===== src/hw/rfa_pkg.sv =====
/*
 Package for the register field access library: field kinds, widths and
 reset values shared by the field bank and its per-field cell.
 Assumes a single system clock and a synchronous active-high reset.
*/
package rfa_pkg;

   // Field attribute kinds, one code per behaviour
   typedef enum logic [3:0] {
      RFA_KIND_RW       = 4'h0,  // Plain read-write
      RFA_KIND_RO       = 4'h1,  // Read only, driven by logic
      RFA_KIND_WO       = 4'h2,  // Write only, reads as zero
      RFA_KIND_W1C      = 4'h3,  // Write one to clear
      RFA_KIND_WAC      = 4'h4,  // Write anything to clear
      RFA_KIND_RC       = 4'h5,  // Read to clear
      RFA_KIND_LL       = 4'h6,  // Latch low, clear on read
      RFA_KIND_LH       = 4'h7,  // Latch high, clear on read
      RFA_KIND_SC       = 4'h8,  // Self-clearing
      RFA_KIND_SS       = 4'h9,  // Self-setting
      RFA_KIND_STICKY   = 4'ha,  // Sticky high read only
      RFA_KIND_RSVD     = 4'hb   // Reserved
   } rfa_kind_e;

   // Bank shape: one 16-bit register of sixteen 1-bit fields
   localparam int unsigned RFA_WIDTH = 16;

   // Layout of the bank, bit by bit
   localparam logic [3:0] RFA_LAYOUT [RFA_WIDTH] = '{
      4'h0, 4'h0, 4'h1, 4'h2, 4'h3, 4'h4, 4'h5, 4'h6,
      4'h7, 4'h8, 4'h9, 4'ha, 4'hb, 4'hb, 4'h0, 4'h3};

   // Bits kept through a software reset
   localparam logic [RFA_WIDTH-1:0] RFA_SOFT_IMMUNE = 16'hc001;

   // Reset values; latch-low and self-setting idle high
   localparam logic [RFA_WIDTH-1:0] RFA_RESET_VAL = 16'h0480;

endpackage : rfa_pkg


===== src/hw/rfa_field_cell.sv =====
/*
 One register field bit with a selectable access kind.
 Assumes read and write strobes are single-cycle pulses from the host
 access path and that the source condition is already in this clock domain.
*/
`timescale 1ns/100ps
`default_nettype none

module rfa_field_cell
   import rfa_pkg::*;
#(
   parameter logic [3:0] KIND       = 4'h0,
   parameter logic       RESET_VAL  = 1'b0,
   parameter logic       SOFT_IMMUNE = 1'b0
) (
   input  wire logic clk_sys_in,
   input  wire logic reset_in,
   input  wire logic soft_reset_in,
   input  wire logic host_rd_in,
   input  wire logic host_wr_in,
   input  wire logic wr_data_in,
   input  wire logic cond_in,
   output var  logic value_out
);

   logic bit_reg;
   logic bit_next;
   logic soft_hit;

   // Immune bits only answer the hard reset
   assign soft_hit = soft_reset_in && !SOFT_IMMUNE;

   // Next value per kind; events win over clears
   always_comb begin
      bit_next = bit_reg;
      unique case (KIND)
         RFA_KIND_RW,
         RFA_KIND_WO: begin
            if (host_wr_in) begin
               bit_next = wr_data_in;
            end
         end
         RFA_KIND_RO: begin
            bit_next = cond_in;
         end
         RFA_KIND_W1C: begin
            if (host_wr_in && wr_data_in) begin
               bit_next = 1'b0;
            end
            if (cond_in) begin
               bit_next = 1'b1;
            end
         end
         RFA_KIND_WAC: begin
            if (host_wr_in) begin
               bit_next = 1'b0;
            end
            if (cond_in) begin
               bit_next = 1'b1;
            end
         end
         RFA_KIND_RC,
         RFA_KIND_LH: begin
            if (host_rd_in) begin
               bit_next = 1'b0;
            end
            if (cond_in) begin
               bit_next = 1'b1;
            end
         end
         RFA_KIND_LL: begin
            if (host_rd_in) begin
               bit_next = 1'b1;
            end
            if (!cond_in) begin
               bit_next = 1'b0;
            end
         end
         RFA_KIND_SC: begin
            // Write of one triggers; drops the cycle after
            bit_next = host_wr_in && wr_data_in;
         end
         RFA_KIND_SS: begin
            bit_next = !(host_wr_in && !wr_data_in);
         end
         RFA_KIND_STICKY: begin
            // Read re-arms from the live condition
            if (host_rd_in) begin
               bit_next = cond_in;
            end else if (cond_in) begin
               bit_next = 1'b1;
            end
         end
         RFA_KIND_RSVD: begin
            bit_next = 1'b0;
         end
         default: begin
            bit_next = bit_reg;
         end
      endcase
   end

   // Storage with hard and soft reset
   always_ff @(posedge clk_sys_in) begin
      if (reset_in || soft_hit) begin
         bit_reg <= RESET_VAL;
      end else begin
         bit_reg <= bit_next;
      end
   end

   // Write-only and reserved bits read as zero
   assign value_out = (KIND == RFA_KIND_WO || KIND == RFA_KIND_RSVD) ? 1'b0 : bit_reg;

endmodule : rfa_field_cell

`default_nettype wire


===== src/hw/rfa_field_bank.sv =====
/*
 A 16-bit register built from field cells of mixed access kinds.
 Assumes the host access path gives one-cycle read and write strobes
 for this register; internal logic sees fields without side effects.
*/
`timescale 1ns/100ps
`default_nettype none

// Function
// Latch-low bit catches a low and holds until the register is read.
// Latch-high bit catches a high and holds until the register is read.
// Self-clearing bit returns to zero itself; zero writes ignored.
// Self-setting bit returns to one itself; one writes ignored.
// Sticky bit holds high until read, then follows the condition.
// Soft-reset-immune bits keep value on software reset.
// Host writes zeros to reserved bits; reads of them undefined.
// Read-write field stores writes and returns the stored value.
// Write-anything-clear field reads back and clears on any write.
// Read-only field ignores writes and follows internal logic.
// Write-one-clear clears bits written one, keeps bits written zero.
// Read-clear field returns contents then clears; writes ignored.
// Write-only field reads unspecified; nothing relies on its reads.
// Attributes act per field; clear-on-read only on host reads.
module rfa_field_bank
   import rfa_pkg::*;
(
   input  wire logic                 clk_sys_in,
   input  wire logic                 reset_in,
   input  wire logic                 soft_reset_in,
   input  wire logic                 host_rd_in,
   input  wire logic                 host_wr_in,
   input  wire logic [RFA_WIDTH-1:0] wr_data_in,
   input  wire logic [RFA_WIDTH-1:0] cond_in,
   output var  logic [RFA_WIDTH-1:0] rd_data_out,
   output var  logic [RFA_WIDTH-1:0] field_out
);

   logic [RFA_WIDTH-1:0] value;

   // One cell per bit, each with its own kind
   generate
      for (genvar i = 0; i < RFA_WIDTH; i++) begin : g_cell
         rfa_field_cell #(
            .KIND        (RFA_LAYOUT[i]),
            .RESET_VAL   (RFA_RESET_VAL[i]),
            .SOFT_IMMUNE (RFA_SOFT_IMMUNE[i])
         ) u_cell (
            .clk_sys_in    (clk_sys_in),
            .reset_in      (reset_in),
            .soft_reset_in (soft_reset_in),
            .host_rd_in    (host_rd_in),
            .host_wr_in    (host_wr_in),
            .wr_data_in    (wr_data_in[i]),
            .cond_in       (cond_in[i]),
            .value_out     (value[i])
         );
      end
   endgenerate

   // Read data registered; shows value before the read's clear
   always_ff @(posedge clk_sys_in) begin
      if (reset_in) begin
         rd_data_out <= '0;
      end else if (host_rd_in) begin
         rd_data_out <= value;
      end
   end

   // Internal view has no side effects
   assign field_out = value;

endmodule : rfa_field_bank

`default_nettype wire


===== config.mk =====
export PLATFORM = sky130hd
export DESIGN_NAME = rfa_field_bank
export DESIGN_NICKNAME = d
export VERILOG_FILES = /design/src/hw/rfa_pkg.sv /design/src/hw/rfa_field_cell.sv /design/src/hw/rfa_field_bank.sv
export SDC_FILE = /design/constraint.sdc
export NUM_CORES = 1
export LEC_CHECK = 0
export ABC_AREA = 1
export BUFFER_PORTS_ARGS = -buffer_cell sky130_fd_sc_hd__buf_2
export CORE_ASPECT_RATIO = 1.25
export CORE_MARGIN = 5
export CORE_UTILIZATION = 40
export DETAILED_ROUTE_END_ITERATION = 10
export HOLD_SLACK_MARGIN = 0.12
export PLACE_DENSITY = 0.89
export SKIP_CTS_REPAIR_TIMING = 1
export SLEW_MARGIN = 20
export SYNTH_ARGS = -nofsm -noshare
export SYNTH_HDL_FRONTEND = slang
export SYNTH_SLANG_ARGS = --single-unit

===== constraint.sdc =====
create_clock -name clk_sys_in -period 0.9 [get_ports clk_sys_in]
set_clock_uncertainty 0.05 [all_clocks]
set_input_delay 0.09 -clock clk_sys_in [delete_from_list [all_inputs] [get_ports clk_sys_in]]
set_output_delay 0.09 -clock clk_sys_in [all_outputs]
set_load 0.05 [all_outputs]

======== Word-level counts from Yosys, hierarchy flattened ========
Cells that the tools add are included.
word-level totals
  memories kept ........................... 0
  latch bits .............................. 0
  register bits ........................... 26
  logic and storage cells ................. 41
  output and inout bits ................... 32
  ROM bits ................................ 0
  bits in writable memories ............... 0
  bits of input ports ..................... 37
cells by class
  multiply operators ...................... 0
  reductions and logical operators ........ 13
  equality and inequality tests ........... 1
  div/mod/pow operators ................... 0
  add/sub/neg operators ................... 0
  $lt $le $gt $ge ......................... 0
  muxes and demuxes ....................... 13
  bitwise operators ....................... 0
  shifts and indexed selects .............. 0
operator list
  cell                  count
  $mux W1               13
  $reduce_bool A2 Y1    6
  $logic_and A1 B1 Y1   4
  $logic_not A1 Y1      2
  $ne A2 B2 Y1 const B  1
  $logic_or A1 B1 Y1    1

======== Logic depth before layout (Yosys ltp) ========
  word-level depth ........................ 3
  gate-level depth with buffers ........... 4

======== Hierarchy ========
Synthesis repeated with hierarchy kept, for this count alone.
unflattened totals
  cells, all modules ...................... 190
  area, all modules ....................... 1273.7 um^2
modules (own cells, without submodules)
  module                                   sequential area each (um^2)  cells an instance  instances  area each (um^2)
  rfa_field_bank                           320.3                        101                1          670.6
  rfa_field_cell at g_cell[11].u_cell ...  20.0                         8                  4          51.3
  rfa_field_cell at g_cell[0].u_cell ...   20.0                         7                  3          45.0
  rfa_field_cell at g_cell[4].u_cell       20.0                         6                  1          46.3
  rfa_field_cell at g_cell[9].u_cell       20.0                         6                  1          41.3
  rfa_field_cell at g_cell[15].u_cell      20.0                         5                  1          40.0
  rfa_field_cell at g_cell[10].u_cell      20.0                         5                  1          35.0
  rfa_field_cell at g_cell[2].u_cell       20.0                         4                  1          33.8
  rfa_field_cell at g_cell[12].u_cell ...  0.0                          2                  3          11.3
  rfa_field_cell at g_cell[7].u_cell       20.0                         4                  1          32.5

======== Least setup slack after synthesis ========
OpenSTA, ideal clock, no wires.
  path type ............................... reg2reg
  start ................................... register, netlist name rd_data_out[8]
  end ..................................... register rd_data_out[8]
  arrival ................................. 0.844 ns
  cell stages (with the launch flop) ...... 3
  slack ................................... -0.059 ns
  setup time .............................. 0.065 ns
  clock period less this slack ............ 0.959 ns
  cell sequence ........................... dfxtp_1 o21ai_0 nor2_1
RTL lines
  what                  line                  source
  to (signal assigned)  rfa_field_bank.sv:65  rd_data_out <= value;
  to (decl)             rfa_field_bank.sv:34  output var logic [RFA_WIDTH-1:0] rd_data_out,

======== Final worst setup path ========
  start ................................... register g_cell[4].u_cell.bit_reg
  end ..................................... output field_out[4]
RTL lines
  what                    line                   source
  from (decl)             rfa_field_cell.sv:26   logic bit_reg;
  from (signal assigned)  rfa_field_cell.sv:108  bit_reg <= bit_next;
  to (decl)               rfa_field_bank.sv:35   output var logic [RFA_WIDTH-1:0] field_out
No word-level cell between the ends.

==> run summary <==
status = finished, violations left
failing checks = hold timing, setup timing
antenna violation net count after detailed routing = 0
vias in the first global route = 737
Max Fanout on Critical Path = 3
top-count cell post-synth = nor2_1
PortBufs = 45
mux contribution to synthesized area = 0
Flop pwr share = 0.523
fin crit share = 1.110
Worst-Skew Late Latency = 0.31 ns
final instance area = 1599 um^2
Die W = 55.11 um
Gate Count Post-Synth = 126
Tmin final = 0.9994 ns
Post-Syn Area = 1017 um^2
Pint = 1.656 mW
Std-Cell Rows = 20
Yosys top cell area share = 0.5117
Crit path arrival time = 0.86 ns
Ant. Diodes = 0
CP top delay family = flip-flops
flops & latches, synth = 26
hpwl dp = 1697 um
Buf/Inv on CP = 1
Final setup viols = 27
slowest cell delay on critical path = 0.39 ns
final hold viol count = 1
Via Count = 910
Net Sw Frac = 0.3255
CP Class = flip-flop to output pin
drt pass-1 iters = 4
nets = 215
Core ar. = 2427 um^2
TritonCTS clock tree = done
CTS buffer count = 3
hold slack = -0.1132 ns
GP Congestion = 0.6509
worst-path cell chain = buf_8
initial core utilization = 0.4191
antenna violations before repair = 0
combinational share of power = 0.282
Yosys cell types = 12
Post-synth EDFFs = 0
Max Fclk = 1.001 GHz
clock group share of total power = 0.195
first-pass GRT wire length = 3360 um
Overall Global Routing Usage = 0.1294
adder-cell area share of the yosys netlist = 0
die area = 3658 um^2
unrepaired setup endpoints after global routing = true
H-Tree Depth = 1
CP required = 0.76 ns
area leader, netlist = dfxtp_1
commonest register cell after synthesis = dfxtp_1
CTS clk-pin slew, worst paths = 0.13 ns
die height = 66.38 um
area grow syn2layout = 57.20%
Seq/Total Area, Yosys = 0.5117
Async S/R FF share, synth = 0
Pleak = 0.7518 nW
largest family of logic cells by synthesized area = buffers and inverters
Worst Setup Slack, final = -0.09941 ns
maxcap violations = 0
synth cell count leaders = nor2_1, dfxtp_1, buf_4
Hold Path Class = input pin to flip-flop
Max Root-Sink Buffers = 2
Yosys Warn Count = 0
fin. max-slew vios = 0
Peak VDD IR = 0.9179 mV
Power Total = 2.455 mW
area post-placement = 1151 um^2
largest net degree at the start of global routing = 17
WL/cell = 13.77 um
largest cells by area after synthesis = dfxtp_1, buf_4, nor2_1
proportion of layout cells with a drive suffix above 1 = 0.4545
crit path launch type = flip-flop
DR vias/cell = 4.354
Synth Area in Compound Gates = 0.1132
# DRC = 0
io pins = 69
Psw = 0.7993 mW
# clock sinks = 26
Worst setup EP type = output pin
Routed WL = 2878 um
Synth Area in XOR/XNOR = 0
Post-Synth Simple-Gate Area = 0.1759
PwrDens = 1536 nW/um^2
DR iter-0 viols = 18
Slowest-stage cell, CP = dfxtp_2
CTS root buf = clkbuf_4
Avg Inst Size Synth = 8.073 um^2
Overflow after GRT = 0
routing by layer:
| layer | track usage | share of wire |
|---|---|---|
| met1 | 0.1409 | 0.34 |
| met2 | 0.2293 | 0.59 |
| met3 | 0.01580 | 0.049 |
| met4 | 0.07295 | 0.021 |
| met5 | 0 | 0 |
stage by stage:
stage | util | hold WS, ns | setup slack [ns] | std cells | TNS [ns]
after floorplan | - | 0.1091 | 0.005137 | 131 | 0
after global placement | 0.4742 | 0.2290 | -0.02034 | 188 | -0.05699
after detailed placement | 0.4742 | 0.2357 | -0.01450 | 188 | -0.04325
after CTS | 0.4835 | -0.1122 | -0.2236 | 191 | -4.768
after global routing | 0.6588 | -0.1182 | -0.1253 | 209 | -2.893
final | 0.6588 | -0.1132 | -0.09941 | 209 | -1.840
power groups by stage:
| stage | clock network (mW) | logic, mW | registers (mW) |
|---|---|---|---|
| after floorplan | 0 | 0.319 | 1.40 |
| after global placement | 0 | 0.507 | 1.28 |
| after detailed placement | 0 | 0.514 | 1.28 |
| after CTS | 0.495 | 0.514 | 1.25 |
| after global routing | 0.537 | 0.731 | 1.29 |
| final | 0.480 | 0.691 | 1.28 |
registers in the layout (all words and copies together) (netlist names):
name / count
g_cell.u_cell.value_out: 13
rd_data_out: 13
cells in the final DEF (no fill, tap or decap), types with 6 or more instances in the layout:
cell / Yosys / layout
inv_1: 6 / 6
buf_8: 0 / 19
nand2_1: 9 / 9
dlygate4sd3_1: 0 / 15
buf_6: 2 / 7
a21oi_1: 7 / 7
dfxtp_2: 0 / 26
o21ai_0: 14 / 14
nor2_1: 37 / 37
buf_2: 0 / 19
conb_1: 1 / 6
final timing paths:
kind | from | to | slack [ns] | depth (start not counted)
max reg2reg | g_cell[14].u_cell.value_out | g_cell[14].u_cell.value_out | 0.07 | 3
min | reset_in | g_cell[15].u_cell.value_out | -0.11 | 2
max | g_cell[4].u_cell.value_out | field_out[4] | -0.1 | 1
min reg2reg | g_cell[1].u_cell.value_out | g_cell[1].u_cell.value_out | 0.45 | 2
area by class of cell:
class                           count  area, um^2
Clock buffer                        3       22.52
Inverter                            7       26.28
Tap cell                           33       41.29
Fill cell                         216       828.3
Timing Repair Buffer               64       639.4
Sequential cell                    26       553.0
Multi-Input combinational cell     76       316.6
cells by family after synthesis:
group                  after synthesis
buffers and inverters               29
AO/OA/AOI/OAI                       23
other                                1
AND/OR/NAND/NOR                     47
flip-flops                          26
Power figures use the tool's default switching activity.
